`config.mk`:
```
export PLATFORM = sky130hd
export DESIGN_NAME = gdc_regs
export DESIGN_NICKNAME = d
export VERILOG_FILES = /design/src/hdl/gdc_pkg.sv /design/src/hdl/gdc_regs.sv /design/src/hdl/gdc_timer.sv
export SDC_FILE = /design/constraint.sdc
export NUM_CORES = 1
export LEC_CHECK = 0
export BUFFER_PORTS_ARGS = -buffer_cell sky130_fd_sc_hd__buf_2
export CAP_MARGIN = 20
export CORE_MARGIN = 2
export CORE_UTILIZATION = 53
export CTS_CLUSTER_SIZE = 10
export DETAILED_ROUTE_END_ITERATION = 6
export GPL_TIMING_DRIVEN = 0
export PLACE_DENSITY = 0.86
export SETUP_SLACK_MARGIN = 0.15
export SYNTH_ARGS = -nofsm -noshare
export SYNTH_HDL_FRONTEND = slang
export SYNTH_SLANG_ARGS = --single-unit
export TNS_END_PERCENT = 30
```
`constraint.sdc`:
```
create_clock -name clk_sys -period 2 [get_ports clk_sys]
set_input_delay 0.3 -clock clk_sys [delete_from_list [all_inputs] [get_ports clk_sys]]
set_output_delay 0.3 -clock clk_sys [all_outputs]
set_load 0.05 [all_outputs]
```
`src/hdl/gdc_pkg.sv`:
```
// package for the gate driver control register bank
// assumes a device-side register port carrying 4-bit address and 11-bit data
package gdc_pkg;
   localparam int          CLK_MHZ          = 25;
   localparam int          DATA_W           = 11;
   localparam int          ADDR_W           = 4;
   localparam logic [3:0]  OFS_GATE_SETUP   = 4'h7;
   localparam logic [3:0]  OFS_DEV_OP       = 4'h9;
   localparam logic [3:0]  OFS_AMP_SETUP    = 4'hA;
   localparam logic [3:0]  OFS_REG_SETUP    = 4'hB;
   // reset values
   localparam logic [10:0] RST_GATE_SETUP   = 11'h216;
   localparam logic [10:0] RST_DEV_OP       = 11'h020;
   localparam logic [10:0] RST_AMP_SETUP    = 11'h000;
   localparam logic [10:0] RST_REG_SETUP    = 11'h10A;
   // writable bit masks, zero marks reserved bits
   localparam logic [10:0] MASK_GATE_SETUP  = 11'h7FF;
   localparam logic [10:0] MASK_DEV_OP      = 11'h7FF;
   localparam logic [10:0] MASK_AMP_SETUP   = 11'h7FF;
   localparam logic [10:0] MASK_REG_SETUP   = 11'h31F;
   // field positions
   localparam int POS_PUMP_FREQ   = 10;
   localparam int POS_RECT        = 9;
   localparam int POS_MODE        = 7;
   localparam int POS_DEAD        = 4;
   localparam int POS_BLANK       = 2;
   localparam int POS_DEGL        = 0;
   localparam int POS_OVERTEMP_SHUTDOWN        = 10;
   localparam int POS_UV2_DIS     = 9;
   localparam int POS_DRV_DIS     = 8;
   localparam int POS_CLAMP       = 7;
   localparam int POS_WD_SEL      = 5;
   localparam int POS_OCP_DIS     = 4;
   localparam int POS_WD_ON       = 3;
   localparam int POS_SLEEP       = 2;
   localparam int POS_CLR         = 1;
   localparam int POS_PUMP_UV     = 0;
   localparam int POS_CAL         = 8;
   localparam int POS_AMP_BLANK   = 6;
   localparam int POS_GAIN        = 0;
   localparam int POS_VREF        = 8;
   localparam int POS_OFF_DLY     = 3;
   localparam int POS_VREG_UV_DIS = 2;
   localparam int POS_VREG_TRIP   = 0;
   localparam logic [1:0] MODE_SINGLE = 2'h2;
   localparam logic [1:0] VREF_RSVD   = 2'h0;
   // watchdog and power-down delays
   localparam int WD_MS_0 = 10;
   localparam int WD_MS_1 = 20;
   localparam int WD_MS_2 = 50;
   localparam int WD_MS_3 = 100;
   localparam int OFF_US_1 = 10;
   localparam int OFF_US_2 = 50;
   localparam int OFF_US_3 = 1000;
   localparam int WD_CYC_0  = WD_MS_0 * 1000 * CLK_MHZ;
   localparam int WD_CYC_1  = WD_MS_1 * 1000 * CLK_MHZ;
   localparam int WD_CYC_2  = WD_MS_2 * 1000 * CLK_MHZ;
   localparam int WD_CYC_3  = WD_MS_3 * 1000 * CLK_MHZ;
   localparam int OFF_CYC_1 = OFF_US_1 * CLK_MHZ;
   localparam int OFF_CYC_2 = OFF_US_2 * CLK_MHZ;
   localparam int OFF_CYC_3 = OFF_US_3 * CLK_MHZ;
   localparam int CNT_W     = 28;

   // settings passed to the analog front
   typedef struct packed {
      logic       pump_freq_select;
      logic       rectification_active;
      logic [1:0] pwm_input_mode;
      logic [2:0] dead_time_code;
      logic [1:0] sense_blank_time;
      logic [1:0] sense_deglitch_time;
      logic       overtemp_shutdown;
      logic       supply_uv2_disable;
      logic       drive_fault_disable;
      logic       amp_clamp_enable;
      logic       shunt_overcurrent_disable;
      logic       pump_uv_threshold_sel;
      logic [2:0] amp_calibrate;
      logic [1:0] amp_blank_time;
      logic [5:0] amp_gain;
      logic [1:0] vref_scale;
      logic [1:0] regulator_uv_trip;
      logic       regulator_uv_disable;
   } gdc_cfg_type;
endpackage : gdc_pkg

```
`src/hdl/gdc_regs.sv`:
```
// gate driver control register bank: four 11-bit settings registers
// assumes the serial frame decoder hands over one parallel access per strobe
`timescale 1ns/1ps
`default_nettype none
module gdc_regs #(
   parameter int WD_CYC_0  = gdc_pkg::WD_CYC_0,  // 10 ms timeout in cycles
   parameter int WD_CYC_1  = gdc_pkg::WD_CYC_1,  // 20 ms
   parameter int WD_CYC_2  = gdc_pkg::WD_CYC_2,  // 50 ms
   parameter int WD_CYC_3  = gdc_pkg::WD_CYC_3,  // 100 ms
   parameter int OFF_CYC_1 = gdc_pkg::OFF_CYC_1, // 10 us power-down delay
   parameter int OFF_CYC_2 = gdc_pkg::OFF_CYC_2, // 50 us
   parameter int OFF_CYC_3 = gdc_pkg::OFF_CYC_3  // 1 ms
) (
   input  wire logic                       clk_sys,        // 25 MHz clock
   input  wire logic                       rst,            // power-up reset, sync high
   input  wire logic                       acc_valid,      // one-cycle access strobe
   input  wire logic                       acc_write,      // 1 write, 0 read
   input  wire logic [gdc_pkg::ADDR_W-1:0] acc_addr,       // register offset
   input  wire logic [gdc_pkg::DATA_W-1:0] acc_wdata,      // write data
   input  wire logic                       gate_enable,    // gate enable pin, async
   input  wire logic                       extended_grade, // strap: extended grade part
   output logic [gdc_pkg::DATA_W-1:0]      acc_rdata,      // read data, held
   output logic                            acc_hit,        // last access mapped
   output gdc_pkg::gdc_cfg_type            cfg,            // settings to analog front
   output logic                            fault_clear,    // one-cycle clear pulse
   output logic                            sleep_active,   // device asleep
   output logic                            regulator_off,  // regulator powered down
   output logic                            watchdog_fault  // watchdog expired, sticky
);
   typedef enum logic [1:0] {ST_AWAKE, ST_WAIT_OFF, ST_ASLEEP} gdc_pwr_type;

   logic [10:0] gate_q, devop_q, amp_q, vreg_q;
   logic [10:0] rd_d;
   logic        hit_d;
   logic        wr_gate, wr_devop, wr_amp, wr_vreg;
   logic        en_s1_q, en_s2_q, en_s3_q;
   logic        grade_q;
   logic        sleep_go;
   logic        wd_run, wd_done, wd_load;
   logic        off_run, off_done, off_load;
   logic [gdc_pkg::CNT_W-1:0] wd_cnt, off_cnt;
   logic [1:0]  mode;
   gdc_pwr_type pwr_q;

   assign wr_gate  = acc_valid && acc_write && (acc_addr == gdc_pkg::OFS_GATE_SETUP);
   assign wr_devop = acc_valid && acc_write && (acc_addr == gdc_pkg::OFS_DEV_OP);
   assign wr_amp   = acc_valid && acc_write && (acc_addr == gdc_pkg::OFS_AMP_SETUP);
   assign wr_vreg  = acc_valid && acc_write && (acc_addr == gdc_pkg::OFS_REG_SETUP);
   assign sleep_go = wr_devop && acc_wdata[gdc_pkg::POS_SLEEP] && (pwr_q == ST_AWAKE);

   // gate enable pin synchroniser; its output drives nothing and never clears settings
   always_ff @(posedge clk_sys) begin
      if (rst) begin
         en_s1_q <= 1'b0;
         en_s2_q <= 1'b0;
         en_s3_q <= 1'b0;
      end else begin
         en_s1_q <= gate_enable;
         en_s2_q <= en_s1_q;
         en_s3_q <= en_s2_q;
      end
   end

   // grade strap caught while reset is held, clocked so reset stays constant-only
   always_ff @(posedge clk_sys) begin
      if (rst) begin
         grade_q <= extended_grade;
      end
   end

   // gate drive setup register
   always_ff @(posedge clk_sys) begin
      if (rst || sleep_active) begin
         gate_q <= gdc_pkg::RST_GATE_SETUP;
      end else if (wr_gate) begin
         gate_q <= acc_wdata & gdc_pkg::MASK_GATE_SETUP;
      end
   end

   // device operation register; fault clear self-returns so it acts once per write
   always_ff @(posedge clk_sys) begin
      if (rst || sleep_active) begin
         devop_q <= gdc_pkg::RST_DEV_OP;
      end else if (wr_devop) begin
         devop_q <= acc_wdata & gdc_pkg::MASK_DEV_OP;
      end else begin
         devop_q[gdc_pkg::POS_CLR] <= 1'b0;
      end
   end

   // current amplifier setup register
   always_ff @(posedge clk_sys) begin
      if (rst || sleep_active) begin
         amp_q <= gdc_pkg::RST_AMP_SETUP;
      end else if (wr_amp) begin
         amp_q <= acc_wdata & gdc_pkg::MASK_AMP_SETUP;
      end
   end

   // regulator setup; a reserved scaling code keeps the old value
   always_ff @(posedge clk_sys) begin
      if (rst || sleep_active) begin
         vreg_q <= gdc_pkg::RST_REG_SETUP;
      end else if (wr_vreg) begin
         vreg_q <= acc_wdata & gdc_pkg::MASK_REG_SETUP;
         if (acc_wdata[gdc_pkg::POS_VREF +: 2] == gdc_pkg::VREF_RSVD) begin
            vreg_q[gdc_pkg::POS_VREF +: 2] <= vreg_q[gdc_pkg::POS_VREF +: 2];
         end
      end
   end

   // read mux; reads leave the register contents unchanged and unmapped offsets return zero
   always_comb begin
      rd_d  = '0;
      hit_d = 1'b1;
      unique case (acc_addr)
         gdc_pkg::OFS_GATE_SETUP: rd_d = gate_q;
         gdc_pkg::OFS_DEV_OP:     rd_d = devop_q;
         gdc_pkg::OFS_AMP_SETUP:  rd_d = amp_q;
         gdc_pkg::OFS_REG_SETUP:  rd_d = vreg_q;
         default:                 hit_d = 1'b0;
      endcase
   end

   always_ff @(posedge clk_sys) begin
      if (rst) begin
         acc_rdata <= '0;
         acc_hit   <= 1'b0;
      end else if (acc_valid) begin
         acc_rdata <= acc_write ? acc_rdata : rd_d;
         acc_hit   <= hit_d;
      end
   end

   // settings decode toward the analog front
   assign mode = gate_q[gdc_pkg::POS_MODE +: 2];
   always_ff @(posedge clk_sys) begin
      if (rst) begin
         cfg <= '0;
      end else begin
         cfg.pump_freq_select     <= gate_q[gdc_pkg::POS_PUMP_FREQ];
         cfg.rectification_active <= (mode == gdc_pkg::MODE_SINGLE)
                                     && gate_q[gdc_pkg::POS_RECT];
         cfg.pwm_input_mode       <= mode;
         cfg.dead_time_code       <= gate_q[gdc_pkg::POS_DEAD +: 3];
         cfg.sense_blank_time     <= gate_q[gdc_pkg::POS_BLANK +: 2];
         cfg.sense_deglitch_time  <= gate_q[gdc_pkg::POS_DEGL +: 2];
         // shutdown active sense flips with the grade strap
         cfg.overtemp_shutdown    <= devop_q[gdc_pkg::POS_OVERTEMP_SHUTDOWN] ^ ~grade_q;
         cfg.supply_uv2_disable   <= devop_q[gdc_pkg::POS_UV2_DIS];
         cfg.drive_fault_disable  <= devop_q[gdc_pkg::POS_DRV_DIS];
         cfg.amp_clamp_enable     <= devop_q[gdc_pkg::POS_CLAMP];
         cfg.shunt_overcurrent_disable <= devop_q[gdc_pkg::POS_OCP_DIS];
         cfg.pump_uv_threshold_sel <= devop_q[gdc_pkg::POS_PUMP_UV];
         cfg.amp_calibrate        <= amp_q[gdc_pkg::POS_CAL +: 3];
         cfg.amp_blank_time       <= amp_q[gdc_pkg::POS_AMP_BLANK +: 2];
         cfg.amp_gain             <= amp_q[gdc_pkg::POS_GAIN +: 6];
         cfg.vref_scale           <= vreg_q[gdc_pkg::POS_VREF +: 2];
         cfg.regulator_uv_trip    <= vreg_q[gdc_pkg::POS_VREG_TRIP +: 2];
         cfg.regulator_uv_disable <= vreg_q[gdc_pkg::POS_VREG_UV_DIS];
      end
   end

   // fault clear pulse follows a write of one
   always_ff @(posedge clk_sys) begin
      if (rst) begin
         fault_clear <= 1'b0;
      end else begin
         fault_clear <= wr_devop && acc_wdata[gdc_pkg::POS_CLR];
      end
   end

   // watchdog timeout select; any access, read or write at any offset, services it
   always_comb begin
      unique case (devop_q[gdc_pkg::POS_WD_SEL +: 2])
         2'h0:    wd_cnt = gdc_pkg::CNT_W'(WD_CYC_0);
         2'h1:    wd_cnt = gdc_pkg::CNT_W'(WD_CYC_1);
         2'h2:    wd_cnt = gdc_pkg::CNT_W'(WD_CYC_2);
         default: wd_cnt = gdc_pkg::CNT_W'(WD_CYC_3);
      endcase
   end
   assign wd_load = devop_q[gdc_pkg::POS_WD_ON] && (acc_valid || !wd_run) && !wd_done;

   gdc_timer u_wd (
      .clk_sys (clk_sys),
      .rst     (rst),
      .load    (wd_load),
      .stop    (!devop_q[gdc_pkg::POS_WD_ON]),
      .count   (wd_cnt),
      .running (wd_run),
      .done    (wd_done)
   );

   // watchdog expiry latches until fault clear; expiry wins a same-cycle clear
   always_ff @(posedge clk_sys) begin
      if (rst) begin
         watchdog_fault <= 1'b0;
      end else if (wd_done) begin
         watchdog_fault <= 1'b1;
      end else if (fault_clear) begin
         watchdog_fault <= 1'b0;
      end
   end

   // power-down delay select, taken from the regulator setup register when sleep is requested
   always_comb begin
      unique case (vreg_q[gdc_pkg::POS_OFF_DLY +: 2])
         2'h0:    off_cnt = gdc_pkg::CNT_W'(1);
         2'h1:    off_cnt = gdc_pkg::CNT_W'(OFF_CYC_1);
         2'h2:    off_cnt = gdc_pkg::CNT_W'(OFF_CYC_2);
         default: off_cnt = gdc_pkg::CNT_W'(OFF_CYC_3);
      endcase
   end
   assign off_load = sleep_go;

   gdc_timer u_off (
      .clk_sys (clk_sys),
      .rst     (rst),
      .load    (off_load),
      .stop    (1'b0),
      .count   (off_cnt),
      .running (off_run),
      .done    (off_done)
   );

   // sleep sequence: registers default at entry, regulator drops after the delay;
   // leaving sleep needs the power-up reset
   always_ff @(posedge clk_sys) begin
      if (rst) begin
         pwr_q         <= ST_AWAKE;
         sleep_active  <= 1'b0;
         regulator_off <= 1'b0;
      end else begin
         unique case (pwr_q)
            ST_AWAKE: begin
               if (sleep_go) begin
                  pwr_q        <= ST_WAIT_OFF;
                  sleep_active <= 1'b1;
               end
            end
            ST_WAIT_OFF: begin
               if (off_done) begin
                  pwr_q         <= ST_ASLEEP;
                  regulator_off <= 1'b1;
               end
            end
            ST_ASLEEP: begin
               regulator_off <= 1'b1;
            end
         endcase
      end
   end
endmodule : gdc_regs
`default_nettype wire

```
`src/hdl/gdc_timer.sv`:
```
// down-counting timer: load a count, pulses done when it reaches zero
// assumes a synchronous active high reset on clk_sys
`timescale 1ns/1ps
`default_nettype none
module gdc_timer (
   input  wire logic                     clk_sys, // system clock
   input  wire logic                     rst,     // synchronous reset
   input  wire logic                     load,    // restart with count
   input  wire logic                     stop,    // abandon count
   input  wire logic [gdc_pkg::CNT_W-1:0] count,  // cycles to wait
   output logic                          running, // count in progress
   output logic                          done     // one-cycle expiry pulse
);
   logic [gdc_pkg::CNT_W-1:0] cnt_q;

   // load wins over stop so a service never gets lost
   always_ff @(posedge clk_sys) begin
      if (rst) begin
         cnt_q   <= '0;
         running <= 1'b0;
         done    <= 1'b0;
      end else if (load) begin
         cnt_q   <= count;
         running <= 1'b1;
         done    <= 1'b0;
      end else if (stop) begin
         running <= 1'b0;
         done    <= 1'b0;
      end else if (running) begin
         done <= (cnt_q <= gdc_pkg::CNT_W'(1));
         if (cnt_q <= gdc_pkg::CNT_W'(1)) begin
            running <= 1'b0;
         end
         cnt_q <= cnt_q - gdc_pkg::CNT_W'(1);
      end else begin
         done <= 1'b0;
      end
   end
endmodule : gdc_timer
`default_nettype wire
```
Yosys cells after proc, flatten, opt, wreduce, memory -nomap -nowiden
Cells that the tools add are included.
{"block": "word_totals", "ff_bits": 152, "in_bits": 21, "output_inout_bits": 49, "word_cells": 121}
{"block": "classes", "add_sub_neg": 2, "n_lt_le_gt_ge": 2, "n_eq_ne": 13, "n_mux": 23, "n_bitwise": 8, "n_reduce_logical": 35}
{"operator": "28-bit two-way mux", "n": 5}
{"operator": "22-bit case mux with 3 select lines", "n": 1}
{"operator": "28-bit by 1-bit less-or-equal comparator with 1-bit output (second input constant)", "n": 2}
{"operator": "28-bit by 1-bit subtractor with 28-bit output (second input constant)", "n": 2}
{"operator": "15-bit case mux with 3 select lines", "n": 1}
{"operator": "11-bit case mux with 4 select lines", "n": 1}
{"operator": "4-bit equality test (second input constant)", "n": 3}
{"operator": "2-bit nonzero test", "n": 6}
{"operator": "1-bit logical AND", "n": 11}
{"operator": "1-bit two-way mux", "n": 11}
{"operator": "2-bit AND reduction", "n": 5}
{"operator": "2-bit equality test (second input constant)", "n": 4}
{"operator": "2-bit zero test", "n": 4}
{"operator": "4-bit OR reduction", "n": 2}
{"operator": "1-bit NOT", "n": 7}
{"operator": "2-bit by 1-bit equality test with 1-bit output (second input constant)", "n": 3}
{"operator": "4-bit by 3-bit equality test with 1-bit output (second input constant)", "n": 1}
{"operator": "2-bit two-way mux", "n": 2}
{"operator": "2-bit case mux with 2 select lines", "n": 1}
{"operator": "3-bit AND reduction", "n": 1}
{"operator": "3-bit OR reduction", "n": 1}
{"operator": "1-bit zero test", "n": 2}
{"operator": "1-bit logical OR", "n": 2}
{"operator": "2-bit by 1-bit inequality test with 1-bit output (second input constant)", "n": 1}
{"operator": "4 further kinds", "n": 4}

Longest topological paths before layout
{"block": "logic_depth", "depth_word": 6, "mapped_depth": 9, "mapped_depth_nobuf": 7}

Hierarchy
From an unflattened synthesis, not the netlist that was laid out.
{"block": "unflattened", "cells_unflattened": 765, "area_unflattened_um2": 6836.6}
{"module": "gdc_regs", "n_inst": 1, "cells_per_inst": 345, "area_per_inst_um2": 3422.0, "seq_area_each_um2": 1851.8}
{"module": "gdc_timer at u_off", "n_inst": 1, "cells_per_inst": 220, "area_per_inst_um2": 1762.9, "seq_area_each_um2": 600.6}
{"module": "gdc_timer at u_wd", "n_inst": 1, "cells_per_inst": 200, "area_per_inst_um2": 1651.6, "seq_area_each_um2": 600.6}

Least setup slack after synthesis
No wires, ideal clock.
{"block": "synth_path", "kind": "register -> register", "startpoint": "register u_off.cnt_q[13] (netlist bit)", "endpoint": "register u_off.running", "arrival_time_ns": 1.896, "setup_slack_ns": -0.024, "stages_incl_launch_ff": 7, "path_buffers": 1, "cell_sequence": "dfxtp_1 > or4_4 > or3_1 > buf_6 > or3_1 > a21oi_1 > nor2_1"}
{"block": "synth_via", "elab_chain_cells": 4}
{"element": "start, declared", "line": "gdc_timer.sv:14", "text": "logic [gdc_pkg::CNT_W-1:0] cnt_q;"}
{"element": "start signal, assigned", "line": "gdc_timer.sv:23", "text": "cnt_q <= count;"}
{"element": "start signal, assigned", "line": "gdc_timer.sv:34", "text": "cnt_q <= cnt_q - gdc_pkg::CNT_W'(1);"}
{"element": "28-bit by 1-bit less-or-equal comparator with 1-bit output", "line": "gdc_timer.sv:31", "text": "if (cnt_q <= gdc_pkg::CNT_W'(1)) begin"}
{"element": "1-bit two-way mux", "line": "gdc_timer.sv:31"}
{"element": "1-bit two-way mux", "line": "gdc_timer.sv:29", "text": "end else if (running) begin"}
{"element": "1-bit two-way mux", "line": "gdc_timer.sv:22", "text": "end else if (load) begin"}
{"element": "end signal, assigned", "line": "gdc_timer.sv:24", "text": "running <= 1'b1;"}
{"element": "end signal, assigned", "line": "gdc_timer.sv:27", "text": "running <= 1'b0;"}
{"element": "end signal, assigned", "line": "gdc_timer.sv:32", "text": "running <= 1'b0;"}
{"element": "end, declared", "line": "gdc_timer.sv:11", "text": "output logic running,"}
No other way between the ends.
A chain may end at the register's enable or synchronous reset.

Worst setup path after layout
{"block": "layout_path", "startpoint": "register u_wd.cnt_q[0] (netlist bit)", "endpoint": "register u_wd.cnt_q[14] (netlist bit)"}
{"block": "layout_via", "elab_chain_cells": 4}
{"element": "start, declared", "line": "gdc_timer.sv:14"}
{"element": "start signal, assigned", "line": "gdc_timer.sv:23"}
{"element": "start signal, assigned", "line": "gdc_timer.sv:34"}
{"element": "28-bit by 1-bit subtractor with 28-bit output", "line": "gdc_timer.sv:34"}
{"element": "28-bit two-way mux", "line": "gdc_timer.sv:29"}
{"element": "28-bit two-way mux", "line": "gdc_timer.sv:26", "text": "end else if (stop) begin"}
{"element": "28-bit two-way mux", "line": "gdc_timer.sv:22"}
No other way between the ends. The select of a mux whose other input is x is not followed.

==> flow_metrics.tcl <==
set metrics [dict create \
    status "finished, violations left" \
    violations "negative setup slack" \
    worstPathMaxFanout 4 \
    finalSetupTns_ps -46.3 \
    htreeDepth 4 \
    final_cell_count_no_fill 988 \
    cp_top_family "simple AND/OR/NAND/NOR gates" \
    clk_latency_ps 430 \
    crit_chain "inv_2 -> ha_4 -> or4b_4 -> nor2_4 -> nand3b_1 -> or3_1 -> a31oi_1" \
    synth_top_family_by_area "simple AND/OR/NAND/NOR gates" \
    place.gp.congestion 0.925 \
    synthCells 725 \
    ys_warn_count 0 \
    holdPathStages 1 \
    cp_slowest_cell "or4b_4" \
    path_class "flop to flop" \
    ctsHoldBuffers 0 \
    ys_async_sr_fraction_pct 0 \
    tightest_slew_ps 782 \
    ys_top_cells_by_area "dfxtp_1 47%, nor2_1 5.2%, nand2_1 4.8%" \
    fmax_mhz 495 \
    synth_fa_ha_area_share_pct 1.77 \
    dp_hpwl_um 11300 \
    synth_edf_count 1 \
    synthSimpleGateAreaFrac_pct 26.2 \
    synth_area_leader_cell "dfxtp_1" \
    path_buf_inv 1 \
    synthXorXnorAreaFrac_pct 5.36 \
    reg2reg_from "u_wd.cnt_q[0]$_SDFFE_PP0P_" \
    grt_pass1_wl_um 29300 \
    cts-root-buf "clkbuf_16" \
    final_hold_viol_count 0 \
    fin_skew_ps 7.96 \
    rows 40 \
    die_x_um 114 \
    synth_area_mm2 0.00638 \
    power_density_mw_per_mm2 873 \
    diodes 0 \
    cts_tree "yes" \
    slew_violations 0 \
    detail_route.iter0.violations 575 \
    viasPerCell 6.20 \
    synth_flop_cell "dfxtp_1" \
    grt_pass1_vias 5961 \
    ir_worst_vdd_uv 583 \
    synth_top_area_share_pct 47.4 \
    slowest_delay_ps 510 \
    layout_commonest_cell "dfxtp_1" \
    hp-class "input port to flop" \
    endpoint_kind "flop" \
    clkTransAtPathRegs_ps 60 \
    layout_common_cells "142 x dfxtp_1, 85 x nor2_1, 82 x nand2_1" \
    cts_buffers 17 \
    grt_max_degree 17 \
    start_util_pct 53.8 \
    nFillCells 816 \
    port_buffers 67 \
    hold_start "extended_grade" \
    drive_gt1_share_pct 21.9 \
    coreArea_mm2 0.0119 \
    placedInstanceArea_mm2 0.00694 \
    routed_wl_um 18900 \
    cap_violations 0 \
    ys_types 62 \
    startpoint_type "flop" \
    grt-ovfl-total 0 \
    p_leak_nw 3.21 \
    syn_avg_cell_area_um2 8.80 \
    wl_per_cell_um 19.1 \
    r2r_slack_ps -20 \
    track_usage_pct 28.7 \
    io_pins 70 \
    die_h_um 114 \
    fin_crit_ps 2020 \
    maxSlewHeadroom_pct 47.6 \
    synth_compound_area_share_pct 12.1 \
    syn_to_final_growth_pct 24.0 \
    min_to "grade_q$_DFFE_PP_" \
    dp.cells 939 \
    worst_slack_ps -20.4 \
    synth_seq_cells 152 \
    required_ps 2340 \
    finalSetupViolations 3 \
    grt_antenna_before_repair 0 \
    arrival_ps 2360 \
    synthesis.nets 755 \
    first_pass_iters 5 \
    rr_worst_depth 7 \
    via_count 6128 \
    synth.area.mux_share_pct 3.61 \
    fin_util_pct 66.7 \
    cp.depth 7 \
    ys_seq_area_share_pct 47.9 \
    drc 0 \
    clockBufferDepth 2 \
    fin_area_mm2 0.00791 \
    min_period_over_period_pct 101 \
    dieArea_mm2 0.0129 \
    final_nets 858 \
    r2r-end "u_wd.cnt_q[14]$_SDFFE_PP0P_" \
    ant_nets 0 \
    rsz0062_at_grt "true" \
    clock_sinks 152 \
]
==> layer usage <==
metal	GRT usage (%)	wire length, µm
met5	0	0
met4	15.3	1100
met3	7.07	1600
met2	49.2	9190
met1	33.0	6990
==> worst max-delay path by stage <==
stage,from,endpoint,slack (ps)
after detailed placement,u_wd.cnt_q[5]$_SDFFE_PP0P_,u_wd.cnt_q[23]$_SDFFE_PP0P_,-300
after global routing,u_off.cnt_q[17]$_SDFFE_PP0P_,u_off.cnt_q[26]$_SDFFE_PP0P_,-60
after floorplan,u_wd.cnt_q[1]$_SDFFE_PP0P_,u_wd.cnt_q[8]$_SDFFE_PP0P_,80
final,u_wd.cnt_q[0]$_SDFFE_PP0P_,u_wd.cnt_q[14]$_SDFFE_PP0P_,-20
after CTS,u_off.cnt_q[14]$_SDFFE_PP0P_,u_off.running$_SDFF_PP0_,-20
after global placement,u_wd.cnt_q[5]$_SDFFE_PP0P_,u_wd.cnt_q[27]$_SDFFE_PP0P_,-250
==> kinds of logic after synthesis <==
group                    count (synthesis)
AO/OA/AOI/OAI                          125
XOR/XNOR                                39
adder cells (fa/ha/maj)                  9
buffers and inverters                   50
flip-flops                             152
multiplexers                            23
AND/OR/NAND/NOR                        327
==> cell usage after synthesis (10+ instances only) <==
library cell	number
nor2_1	88
nor3_1	24
a21oi_1	48
xnor2_1	18
nand3_1	19
nor2b_1	35
inv_1	11
mux2i_1	23
clkbuf_1	32
o21ai_0	26
dfxtp_1	151
or3_1	10
xor2_1	21
nor4_1	11
a22oi_1	12
nand2_1	82
==> layout make-up <==
class	instances	area (µm²)	share of cell area (%)
clock inverter	13	168	2.12
buffer	39	171	2.17
clock buffer	19	453	5.73
sequential	152	3060	38.7
multi-input combinational	523	3360	42.4
inverter	11	41.3	0.522
tap	147	184	2.32
timing repair buffer	84	474	5.99
==> state kept, by name, indices dropped and copies added, names as in the netlist, 2 cells and up <==
name / flops
acc_rdata: 11
amp_q: 11
cfg: 33
devop_q: 11
gate_q: 11
pwr_q: 2
u_off.cnt_q: 28
u_wd.cnt_q: 28
vreg_q: 7
==> timing repair <==
| item | 4_1_cts | 5_1_grt |
|---|---|---|
| resized for setup | 32 | 30 |
| setup endpoints to repair | 50 | 52 |
| endpoints found under the hold margin | 0 | 0 |
| setup buffers | 15 | 2 |
| pin swaps | 13 | 22 |
==> per-stage QoR <==
step / setup WS (ps) / hold slack, ps / total power [mW]
3_3_place_gp: -249 / 442 / 3.55
3_5_place_dp: -303 / 448 / 3.56
2_1_floorplan: 75.2 / 399 / 3.43
5_1_grt: -58.8 / 54.1 / 7.08
6_report: -20.4 / 60.5 / 6.91
4_1_cts: -22.1 / 63.7 / 6.87
==> power by group <==
group	leakage, nW	internal, mW	switching [mW]
sequential	1.23	3.07	0.0287
clock	0.300	2.04	1.31
combinational	1.67	0.152	0.317
total	3.21	5.26	1.65
Note: power is estimated with default switching activity, not from simulation.
